[src/scf_pkg.sv]
package scf_pkg;
  // ----------------------------------------
  // Field positions of configuration bytes
  // ----------------------------------------
  localparam int POL_LO = 4;
  localparam int POL_HI = 5;
  localparam int CLAMP_POL_LO = 6;
  localparam int CLAMP_POL_HI = 7;
  localparam int COAST_POL_LO = 6;
  localparam int COAST_POL_HI = 7;
  localparam int CLAMP_EXT_BIT = 4;
  localparam int EXT_CLK_BIT = 2;
  localparam int PD_CTRL_BIT = 3;
  localparam int PD_MANUAL_BIT = 4;
  localparam int PD_PINPOL_BIT = 2;
  // ----------------------------------------
  // Reset values and limits
  // ----------------------------------------
  localparam logic [7:0] CLAMP_CFG_RST = 8'h00;
  localparam logic [7:0] COAST_POL_RST = 8'hc0;
  localparam logic [4:0] SLICE_RST = 5'h0f;
  localparam int SLICE_STEP_MV = 8;
  localparam int PHASE_TAPS = 32;
  localparam logic [1:0] POL_AUTO = 2'h0;
  localparam logic [1:0] POL_LOW = 2'h2;
  localparam logic [1:0] POL_HIGH = 2'h3;
  localparam int CNT_W = 12;

  typedef struct packed {
    logic line_sync;
    logic frame_sync;
    logic green_sync;
  } scf_sync_t;
endpackage

[src/scf_front_end.sv]
`timescale 1ns/1ps
// Function
// - Line sync sense is automatic or manual from bits 5:4 of byte 0x12.
// - Leading line edge drives the lock pulse; trailing edge times the clamp.
// - Polarity 0 uses the falling edge, polarity 1 the rising edge.
// - Frame sync sense is automatic or manual from bits 5:4 of byte 0x14.
// - Frame sync drives the field flag and the internal coast window.
// - Slicer threshold in 8 mV steps, 8 to 256 mV, 128 mV after reset.
// - Slicer output is a non-inverted copy of the embedded green sync.
// - External clamp pin honoured only when bit 4 of 0x18 is set; resets 0.
// - Without external clamp, window is delay then duration after trailing edge.
// - Clamp pin sense is automatic or manual from bits 7:6 of 0x1B.
// - Bit 2 of 0x03 selects the external clock instead of the PLL clock.
// - During coast, stop tracking line sync and hold frequency and phase.
// - Coast sense is automatic or from bits 7:6 of 0x18; defaults to 1.
// - Bit 4 of 0x1E selects manual power-down; bit 3 forces it, else the pin with sense from bit 2 controls it.
// - Regenerated line sync is aligned with data clock; polarity and width set.
// - Phase change moves data clock and line sync output together.
module scf_front_end (
  input wire logic clk_sys,
  input wire logic rst,
  input wire logic clk_en,
  input wire logic line_sync_in_a,
  input wire logic line_sync_in_b,
  input wire logic frame_sync_in_a,
  input wire logic frame_sync_in_b,
  input wire logic green_embedded_sync_in_a,
  input wire logic green_embedded_sync_in_b,
  input wire logic channel_sel,
  input wire logic ext_clamp_in,
  input wire logic coast_in,
  input wire logic external_pixel_clock_in,
  input wire logic power_down_pin,
  input wire logic [7:0] line_pol_cfg,
  input wire logic [7:0] frame_pol_cfg,
  input wire logic [7:0] clamp_coast_cfg,
  input wire logic [7:0] clamp_pol_cfg,
  input wire logic [7:0] clk_cfg,
  input wire logic [7:0] pd_cfg,
  input wire logic [4:0] slice_level,
  input wire logic slice_level_wr,
  input wire logic [7:0] clamp_delay,
  input wire logic [7:0] clamp_width,
  input wire logic [7:0] hs_out_width,
  input wire logic hs_out_pol,
  input wire logic [4:0] phase_sel,
  input wire logic pll_clk_tick,
  output logic sliced_sync_out,
  output logic aligned_line_sync_out,
  output logic pixel_data_clock_out,
  output logic clamp_window,
  output logic coast_active,
  output logic pll_lock_pulse,
  output logic field_odd,
  output logic power_down,
  output logic ext_clock_sel,
  output logic line_pol_detected,
  output logic [4:0] slice_threshold,
  output logic [4:0] phase_applied
);
  import scf_pkg::*;

  // ----------------------------------------
  // Input selection and polarity
  // ----------------------------------------
  scf_sync_t sel_w;
  assign sel_w.line_sync = channel_sel ? line_sync_in_b : line_sync_in_a;
  assign sel_w.frame_sync = channel_sel ? frame_sync_in_b : frame_sync_in_a;
  assign sel_w.green_sync = channel_sel ? green_embedded_sync_in_b : green_embedded_sync_in_a;

  scf_sync_t prev_r;
  logic [3:0] auto_pol_w;
  logic [3:0] raw_w;
  logic [3:0] pol_w;
  logic [3:0] act_w;
  logic [3:0] act_prev_r;
  logic [7:0] mode_w;
  assign raw_w = {coast_in, ext_clamp_in, sel_w.frame_sync, sel_w.line_sync};
  assign mode_w = {clamp_coast_cfg[COAST_POL_HI:COAST_POL_LO], clamp_pol_cfg[CLAMP_POL_HI:CLAMP_POL_LO],
                   frame_pol_cfg[POL_HI:POL_LO], line_pol_cfg[POL_HI:POL_LO]};

  // Line, frame, clamp and coast inputs each get their own sense detector, active-high after correction.
  genvar gi;
  generate
    for (gi = 0; gi < 4; gi++) begin : g_pol
      logic [CNT_W-1:0] hi_cnt_r;
      logic [CNT_W-1:0] lo_cnt_r;
      logic det_r;
      logic raw_prev_r;
      logic [1:0] md_w;
      assign md_w = mode_w[2*gi+1:2*gi];
      // Short phase is the pulse: active high when the high time is shorter.
      always_ff @(posedge clk_sys) begin
        if (rst) begin
          hi_cnt_r <= '0;
          lo_cnt_r <= '0;
          det_r <= 1'b1;
          raw_prev_r <= 1'b0;
        end else if (clk_en) begin
          raw_prev_r <= raw_w[gi];
          if (raw_w[gi] && !raw_prev_r) begin
            det_r <= (hi_cnt_r < lo_cnt_r);
            hi_cnt_r <= '0;
            lo_cnt_r <= '0;
          end else if (raw_w[gi]) begin
            hi_cnt_r <= (&hi_cnt_r) ? hi_cnt_r : hi_cnt_r + 1'b1;
          end else begin
            lo_cnt_r <= (&lo_cnt_r) ? lo_cnt_r : lo_cnt_r + 1'b1;
          end
        end
      end
      assign auto_pol_w[gi] = det_r;
      // Manual 0 takes the falling edge as active, manual 1 the rising edge.
      assign pol_w[gi] = (md_w == POL_AUTO) ? det_r : md_w[0];
      assign act_w[gi] = pol_w[gi] ? raw_w[gi] : ~raw_w[gi];
    end
  endgenerate

  always_ff @(posedge clk_sys) begin
    if (rst) begin
      act_prev_r <= '0;
      prev_r <= '0;
    end else if (clk_en) begin
      act_prev_r <= act_w;
      prev_r <= sel_w;
    end
  end

  wire line_lead_w = act_w[0] & ~act_prev_r[0];
  wire line_trail_w = ~act_w[0] & act_prev_r[0];
  wire frame_lead_w = act_w[1] & ~act_prev_r[1];

  // ----------------------------------------
  // Clamp window and coast
  // ----------------------------------------
  typedef enum logic [1:0] {CL_IDLE, CL_DELAY, CL_HOLD} scf_clamp_t;
  scf_clamp_t cl_r;
  scf_clamp_t cl_nxt;
  logic [7:0] cl_cnt_r;
  wire ext_clamp_en_w = clamp_coast_cfg[CLAMP_EXT_BIT];
  wire cl_done_w = (cl_cnt_r == 8'h00);

  always_comb begin
    cl_nxt = cl_r;
    case (cl_r)
      CL_IDLE: if (line_trail_w) cl_nxt = CL_DELAY;
      CL_DELAY: if (cl_done_w) cl_nxt = CL_HOLD;
      CL_HOLD: if (cl_done_w) cl_nxt = CL_IDLE;
      default: cl_nxt = CL_IDLE;
    endcase
  end

  always_ff @(posedge clk_sys) begin
    if (rst) begin
      cl_r <= CL_IDLE;
      cl_cnt_r <= 8'h00;
    end else if (clk_en) begin
      cl_r <= cl_nxt;
      if (cl_r == CL_IDLE) cl_cnt_r <= clamp_delay;
      else if (cl_r == CL_DELAY && cl_done_w) cl_cnt_r <= clamp_width;
      else if (!cl_done_w) cl_cnt_r <= cl_cnt_r - 8'h01;
    end
  end

  // External pin used only when enabled, otherwise the internal window.
  wire clamp_nxt_w = ext_clamp_en_w ? act_w[2] : (cl_r == CL_HOLD);

  // Internal coast spans from the frame leading edge to its end.
  wire coast_nxt_w = act_w[3] | act_w[1];

  // ----------------------------------------
  // Regenerated line sync and data clock
  // ----------------------------------------
  logic [7:0] hs_cnt_r;
  logic field_r;
  logic [4:0] slice_r;
  logic [4:0] phase_r;
  logic [PHASE_TAPS-1:0] hs_tap_r;
  logic [PHASE_TAPS-1:0] ck_tap_r;
  logic pix_ck_r;
  wire pix_src_w = clk_cfg[EXT_CLK_BIT] ? external_pixel_clock_in : pll_clk_tick;
  wire hs_pulse_w = (hs_cnt_r != 8'h00);

  always_ff @(posedge clk_sys) begin
    if (rst) begin
      hs_cnt_r <= 8'h00;
      field_r <= 1'b0;
      slice_r <= SLICE_RST;
      phase_r <= 5'h00;
      hs_tap_r <= '0;
      ck_tap_r <= '0;
      pix_ck_r <= 1'b0;
    end else if (clk_en) begin
      if (line_lead_w) hs_cnt_r <= hs_out_width;
      else if (hs_pulse_w) hs_cnt_r <= hs_cnt_r - 8'h01;
      if (frame_lead_w) field_r <= act_w[0];
      if (slice_level_wr) slice_r <= slice_level;
      phase_r <= phase_sel;
      pix_ck_r <= pix_src_w;
      hs_tap_r <= {hs_tap_r[PHASE_TAPS-2:0], hs_pulse_w};
      ck_tap_r <= {ck_tap_r[PHASE_TAPS-2:0], pix_ck_r};
    end
  end

  // ----------------------------------------
  // Output registers
  // ----------------------------------------
  wire pd_nxt_w = pd_cfg[PD_MANUAL_BIT] &
                  (pd_cfg[PD_CTRL_BIT] | (power_down_pin == pd_cfg[PD_PINPOL_BIT]));

  always_ff @(posedge clk_sys) begin
    if (rst) begin
      sliced_sync_out <= 1'b0;
      aligned_line_sync_out <= 1'b0;
      pixel_data_clock_out <= 1'b0;
      clamp_window <= 1'b0;
      coast_active <= 1'b0;
      pll_lock_pulse <= 1'b0;
      field_odd <= 1'b0;
      power_down <= 1'b0;
      ext_clock_sel <= 1'b0;
      line_pol_detected <= 1'b1;
      slice_threshold <= SLICE_RST;
      phase_applied <= 5'h00;
    end else if (clk_en) begin
      sliced_sync_out <= prev_r.green_sync;
      aligned_line_sync_out <= hs_tap_r[phase_r] ^ ~hs_out_pol;
      pixel_data_clock_out <= ck_tap_r[phase_r];
      clamp_window <= clamp_nxt_w;
      coast_active <= coast_nxt_w;
      pll_lock_pulse <= line_lead_w & ~coast_nxt_w;
      field_odd <= field_r;
      power_down <= pd_nxt_w;
      ext_clock_sel <= clk_cfg[EXT_CLK_BIT];
      line_pol_detected <= auto_pol_w[0];
      slice_threshold <= slice_r;
      phase_applied <= phase_r;
    end
  end

  // ----------------------------------------
  // Checks
  // ----------------------------------------
  a_ext_clamp_off: assert property (@(posedge clk_sys) disable iff (rst)
    clk_en && !ext_clamp_en_w && cl_r == CL_IDLE |=> !clamp_window)
    else $error("Clamp window rose with no internal window.");
  a_lock_leading: assert property (@(posedge clk_sys) disable iff (rst)
    pll_lock_pulse && $past(clk_en) |-> $past(line_lead_w))
    else $error("Lock pulse without leading edge.");
  a_coast_hold: assert property (@(posedge clk_sys) disable iff (rst)
    clk_en && coast_nxt_w |=> !pll_lock_pulse)
    else $error("Lock pulse during coast.");
  a_clamp_start: assert property (@(posedge clk_sys) disable iff (rst)
    clk_en && cl_r == CL_IDLE && line_trail_w |=> cl_r == CL_DELAY)
    else $error("Clamp delay did not start on trailing edge.");
  a_ext_clk_sel: assert property (@(posedge clk_sys) disable iff (rst)
    clk_en |=> ext_clock_sel == $past(clk_cfg[EXT_CLK_BIT]))
    else $error("Clock select mismatch.");
  a_pd_manual: assert property (@(posedge clk_sys) disable iff (rst)
    clk_en && !pd_cfg[PD_MANUAL_BIT] |=> !power_down)
    else $error("Power-down without manual mode.");
  a_slice_copy: assert property (@(posedge clk_sys) disable iff (rst)
    clk_en ##1 clk_en |=> sliced_sync_out == $past(sel_w.green_sync, 2))
    else $error("Slicer output not a copy.");
  a_pol_manual: assert property (@(posedge clk_sys) disable iff (rst)
    line_pol_cfg[POL_HI:POL_LO] == POL_LOW |-> act_w[0] == ~sel_w.line_sync)
    else $error("Manual falling polarity not applied.");
  c_clamp_run: cover property (@(posedge clk_sys) cl_r == CL_DELAY ##[1:300] cl_r == CL_HOLD);
  c_coast: cover property (@(posedge clk_sys) coast_active);
  c_lock: cover property (@(posedge clk_sys) pll_lock_pulse);
endmodule // scf_front_end

[config.mk]
export PLATFORM = sky130hd
export DESIGN_NAME = scf_front_end
export DESIGN_NICKNAME = d
export VERILOG_FILES = /design/src/scf_pkg.sv /design/src/scf_front_end.sv
export SDC_FILE = /design/constraint.sdc
export NUM_CORES = 1
export LEC_CHECK = 0
export BUFFER_PORTS_ARGS = -buffer_cell sky130_fd_sc_hd__buf_2
export CAP_MARGIN = 20
export CORE_AREA = 2 2 149 151
export DETAILED_ROUTE_END_ITERATION = 6
export DIE_AREA = 0 0 151 153
export GPL_ROUTABILITY_DRIVEN = 0
export PLACE_DENSITY = 0.71
export SYNTH_ARGS = -nofsm -noshare
export SYNTH_HDL_FRONTEND = slang
export SYNTH_SLANG_ARGS = --single-unit
[constraint.sdc]
create_clock -name clk_sys -period 2.5 [get_ports clk_sys]
set_clock_uncertainty 0.05 [all_clocks]
set_input_delay 0.5 -clock clk_sys [delete_from_list [all_inputs] [get_ports clk_sys]]
set_output_delay 0.5 -clock clk_sys [all_outputs]
set_load 0.005 [all_outputs]
==> results of run 1 <==
[sequential cells by signal, summed over array words and instances, names as in the netlist, 4 cells and up]
signal	count
phase_applied	5
g_pol.hi_cnt_r	48
ck_tap_r	32
hs_cnt_r	8
hs_tap_r	32
cl_cnt_r	8
g_pol.det_r	4
g_pol.lo_cnt_r	48
slice_threshold	5
phase_r	5
slice_r	5
g_pol.raw_prev_r	4
[worst paths after layout]
path / to / slack (ns) / cells past startpoint
setup / recovery: aligned_line_sync_out$_SDFFE_PP0P_ / 0.21 / 8
hold / removal: phase_r[4]$_SDFFE_PP0P_ / 0.17 / 3
setup reg to reg: aligned_line_sync_out$_SDFFE_PP0P_ / 0.21 / 8
hold reg to reg: power_down$_SDFFE_PP0P_ / 0.41 / 2
[tightest hold or removal path: stages]
cell and delay, ns:
buf_2 0.08, mux2i_1 0.05, nor2_1 0.07
[layer usage]
metal | track usage (%) | share of wire, % | vias to the layer above
met2 | 34.22 | 47 | 134
met3 | 2.985 | 4.1 | 36
met4 | 5.340 | 2.2 | 0
li1 | - | - | 4451
met5 | 0 | 0 | -
met1 | 27.23 | 46 | 4130
[layout by cell type (no fill, tap or decap), types with 5 or more instances in the layout]
cell	n
a211o_1	9
a211oi_1	21
a21o_1	11
a21oi_1	62
a31oi_1	7
and2_1	5
and3_1	18
and4_1	11
buf_2	81
buf_4	28
clkbuf_1	5
clkbuf_16	25
clkbuf_8	5
dfxtp_1	220
ha_1	55
inv_1	58
mux2i_1	87
mux4_2	15
nand2_1	80
nand2b_1	11
nand3_1	36
nand4_1	24
nor2_1	205
nor2b_1	11
nor3_1	17
nor4_1	6
o21ai_0	25
o21ai_1	8
or3_1	15
or4_1	5
xnor2_1	41
xor2_1	35
[Yosys cell counts (5+ instances only)]
| cell type | instances | area share, % |
|---|---|---|
| buf_1 | 8 | 0.27 |
| a211oi_1 | 21 | 1.4 |
| nor2_1 | 205 | 7.0 |
| nor3_1 | 18 | 0.82 |
| clkbuf_1 | 40 | 1.4 |
| o21ai_0 | 25 | 1.1 |
| nor4_1 | 6 | 0.34 |
| xnor2_1 | 41 | 3.3 |
| or3_1 | 15 | 0.86 |
| or4_1 | 5 | 0.34 |
| a21o_1 | 11 | 0.75 |
| mux2i_1 | 87 | 7.9 |
| mux4_2 | 15 | 3.1 |
| a21oi_1 | 62 | 2.8 |
| nand2_1 | 80 | 2.7 |
| inv_1 | 58 | 2.0 |
| nand2b_1 | 11 | 0.63 |
| a31oi_1 | 7 | 0.40 |
| nor2b_1 | 11 | 0.63 |
| nand4_1 | 24 | 1.4 |
| dfxtp_1 | 221 | 40 |
| o21ai_1 | 8 | 0.37 |
| ha_1 | 55 | 6.3 |
| and2_1 | 5 | 0.29 |
| a211o_1 | 9 | 0.72 |
| and3_1 | 18 | 1.0 |
| and4_1 | 11 | 0.88 |
| nand3_1 | 36 | 1.6 |
| xor2_1 | 35 | 2.8 |
[layout make-up]
class,instances,area [um2],share of cell area [%]
Clock buffer,35,713.2,5.665
Clock inverter,9,127.6,1.014
Multi-Input combinational cell,885,6105,48.49
Timing Repair Buffer,111,646.9,5.138
Sequential cell,221,4425,35.15
Inverter,59,221.5,1.759
Tap cell,280,350.3,2.783
[cells by family after synthesis]
kind of cell	share of synthesized area, %
and+or+nand+nor	19.87
DFF	40.34
AOI/OAI and AO/OA	10.92
buffers and inverters	4.050
muxes	12.48
xor gates and xnor gates	6.069
adders and majority gates	6.274
[where the power goes]
part | switching (W) | total (W) | internal, W
clock network | 0.00143 | 0.00372 | 0.00229
registers | 0.0000899 | 0.00370 | 0.00361
logic | 0.000425 | 0.000754 | 0.000329
[what timing repair did]
| action | in CTS | in global routing |
|---|---|---|
| hold buffers | 0 | 0 |
| gates resized for setup | 0 | 2 |
| endpoints found under the setup margin | 0 | 7 |
[through the flow]
| stage | setup slack (ns) | cells |
|---|---|---|
| 4_1_cts | 0.07123 | 1599 |
| 5_1_grt | 0.05119 | 1600 |
| 6_report | 0.2057 | 1600 |
| 3_3_place_gp | 0.1062 | 1555 |
| 3_5_place_dp | 0.1099 | 1555 |
| 2_1_floorplan | 0.3287 | 1219 |
==> metrics.txt, run 1 <==
Max Buffers Root-to-Sink 3; DRC 0; die height about 150 um; worst stage delay on the critical path a little under 0.5 ns; vias a little under 9k; setup TNS 0 ns; max_slew headroom a little under three fifths; RR Startpoint phase_r[2]$_SDFFE_PP0P_; leakage 5.096 nW; Ports 119; postcts setup bufs 0; register bit total from synthesis between 200 and 250; FMAX 0.4359 GHz; largest net degree at the start of global routing ~100; I/O Buffers 83; Tot Pwr roughly 0.0082 W; Clock Tree Root clkbuf_16; antenna-violating nets left 0; Final Util ~59%; HP Start phase_sel[4]; RSZ-0062 raised after global routing no; antenna violations before repair 0; Worst setup EP type flip-flop; worst vdd ir 0.4616 mV; Syn Inst Count roughly 1.2k; warnings from Yosys 0; Tot GR Track Use 20.31%; Avg Cell Area, Syn approximately 9.0 um2; area post-placement between 10000 and 15000 um2; Period minus WS final around 2.3 ns; worst setup path start phase_r[2]$_SDFFE_PP0P_; status finished, final reports clean; Synth Cell Area 10970 um2; CTS tree done; CTS Sinks 221; Die W 151 um; Tcrit/Tclk final 91.77%; nets about 1.5k; crit path DAT between 2 and 3 ns; number of global-route vias before repair roughly 8.3k; Slew @ Worst Pin roughly 0.65 ns; post-DP HPWL between 15 and 20 mm; Yosys cell types 69; Initial Util between 50% and 60%; diodes inserted 0; critical path fanouts, max 5; WL per Instance between 10 and 15 um; hold crit path type in2reg; Power Density roughly 650 nW/um2; Post-Route WL 23.57 mm; final setup violation count 0; hold slack 0.1709 ns; Via density ~5.5; Pre-Repair DR Iteration Count 4; Die Area 23100 um2; ys async rst share 0%; Slew Viols, Final 0; CORE AREA between 20000 and 25000 um2; Worst-Skew Late Latency around 0.52 ns; Mapped Nets around 1.4k; crit-path cells buf_4 > mux4_2 > mux2i_1 > nor2_1 > a21oi_1 > o21ai_1 > or4_1 > o211ai_2; DR iter-0 viols 382; family with the most delay on the worst path multiplexers; gr ovfl total 0; FILL cells ~1.9k; Bufs and invs on worst path 1; EDFF count, synth 0; WP data required around 2.9 ns; first-pass GRT wire length 39.48 mm; layout cells sized above 1 about 14%; post-synthesis sequential area ratio 40.34%; CP Launch Type flip-flop; Max Cap Viol 0; Layout area overhead 14.78%; Worst-path clk slew around 0.060 ns; ys flop type dfxtp_1; Cell Rows 54; final hold vios 0; post-route cell area ~13000 um2; H-tree Lvls 1; critical path type reg2reg; Num CTS Buffers 25; slowest stage cell, crit path mux4_2
No activity file was read; power rests on OpenSTA's default activity.
==> inputs of run 2 (changes only) <==
Settings changed: PLACE_DENSITY 0.71 to 0.76.
==> metrics.txt, run 2 (synthesized netlist as in run 1, its figures left out) <==
sequential share of power between 40 and 50%; vias between 8k and 9k; Max Cap Viol 0; Cell Rows 54; hold path depth 3; max_slew headroom 48.07%; worst setup path start phase_r[1]$_SDFFE_PP0P_; family with the most delay on the worst path multiplexers; Tot Pwr between 0.007 and 0.008 W; clock power share 43.3%; crit path DAT ~2.7 ns; switching fraction of total power between 20% and 30%; RR Startpoint phase_r[1]$_SDFFE_PP0P_; WL per Instance approximately 15 um; I/O Buffers just over 80; CTS Sinks 221; Worst-Skew Late Latency approximately 0.53 ns; final hold vios 0; Period minus WS final about 2.3 ns; final setup violation count 0; antenna violations before repair 1; CTS tree done; DR iter-0 viols approximately 440; Die Area around 23000 um2; Ports ~120; Post-Route WL ~23 mm; post-DP HPWL about 16 mm; NetSw approximately 0.0019 W; H-tree Lvls 1; Clock Tree Root clkbuf_16; Bufs and invs on worst path 0; combinational fraction of design power a little under a tenth; nets approximately 1.5k; die height ~150 um; WP data required just under 3 ns; CORE AREA between 20000 and 25000 um2; worst stage delay on the critical path 0.61 ns; status finished, final reports clean; Worst setup EP type flip-flop; Tot GR Track Use between 20% and 30%; first-pass GRT wire length roughly 39 mm; Pre-Repair DR Iteration Count 5; slack of the critical path between 0.15 and 0.2 ns; crit-path cells mux4_1 > mux4_2 > nand2_1 > o21ai_1 > or4_1 > o211ai_2; Power Density 627.3 nW/um2; critical path fanouts, max 8; hold crit path type in2reg; Via density 5.499; HP Start phase_sel[4]; Initial Util between 50% and 60%; FILL cells roughly 1.9k; Num CTS Buffers 24; setup slack, reg-to-reg 0.19 ns; commonest non-fill, non-tap cell in the layout dfxtp_1; CP Launch Type flip-flop; Worst R2R End aligned_line_sync_out$_SDFFE_PP0P_; Worst-path clk slew 0.06 ns; Slew Viols, Final 0; Layout area overhead 14.24%; number of global-route vias before repair around 8.4k; critical path type reg2reg; setup TNS 0 ns; leakage roughly 5.1 nW; worst vdd ir between 0.5 and 0.6 mV; largest net degree at the start of global routing between 80 and 90; antenna-violating nets left 0; biggest registers after layout g_pol.hi_cnt_r x48, g_pol.lo_cnt_r x48; FMAX roughly 0.43 GHz; critical path depth in cells 6; Slew @ Worst Pin between 0.7 and 0.8 ns; RSZ-0062 raised after global routing no; Tcrit/Tclk final around 92%; layout cells sized above 1 between 10% and 20%; FF-to-FF path depth 6; hold slack ~0.16 ns; Final Util about 58%; Die W around 150 um; gr ovfl total 0; critical path capture point aligned_line_sync_out$_SDFFE_PP0P_; Internal approximately 0.0059 W; # hold bufs at CTS 0; worst slack at placement between 0.06 and 0.07 ns; slowest stage cell, crit path mux4_1; DRC 0; most frequent cells in the layout dfxtp_1, nor2_1, mux2i_1, buf_2, nand2_1; Max Buffers Root-to-Sink 3
run 2: layer usage:
| metal | GRT usage [%] | part of all wire [%] |
|---|---|---|
| met2 | 34.59 | 48 |
| met1 | 26.51 | 45 |
| met4 | 5.696 | 2.0 |
| met5 | 0 | 0 |
| met3 | 3.194 | 4.2 |
run 2: worst min-delay path by stage:
| stage | to |
|---|---|
| 3_5_place_dp | slice_r[4]$_SDFFE_PP0P_ |
| 5_1_grt | slice_r[4]$_SDFFE_PP0P_ |
| 6_report | phase_r[4]$_SDFFE_PP0P_ |
| 3_3_place_gp | slice_r[3]$_SDFFE_PP1P_ |
| 2_1_floorplan | slice_r[4]$_SDFFE_PP0P_ |
| 4_1_cts | phase_r[4]$_SDFFE_PP0P_ |
run 2: what timing repair did:
item                                    CTS  global route
setup buffers                             0             0
endpoints found under the setup margin    0             1
resized for setup                         0             1
run 2: metrics by stage:
| step | cells | cell area [um2] |
|---|---|---|
| 2_1_floorplan | 1219 | 10970 |
| 3_3_place_gp | 1556 | 11760 |
| 3_5_place_dp | 1556 | 11760 |
| 4_1_cts | 1599 | 12520 |
| 5_1_grt | 1601 | 12530 |
| 6_report | 1601 | 12530 |
run 2: power by group through the flow:
stage	clock network (W)	registers, W	logic, W
after floorplan	0	0.00375	0.000527
after global placement	0	0.00378	0.000726
after detailed placement	0	0.00378	0.000746
after CTS	0.00348	0.00370	0.000751
after global routing	0.00363	0.00372	0.000837
final	0.00341	0.00370	0.000749
run 2: area by class of cell:
type                            instances  area (um2)  area share [%]
Inverter                               59       221.5           1.768
Timing Repair Buffer                  112       666.9           5.323
Tap cell                              280       350.3           2.796
Multi-Input combinational cell        885        6100           48.68
Clock buffer                           33       674.4           5.382
Clock inverter                         10       88.84          0.7090
Sequential cell                       221        4425           35.32
Antenna cell                            1       2.502         0.01997
run 2: worst register-to-register path: stages, from the launching register on:
cell and delay [ns]:
dfxtp_2 0.46, mux4_1 0.61, mux4_2 0.47, nand2_1 0.07, o21ai_1 0.08, or4_1 0.42, o211ai_2 0.08
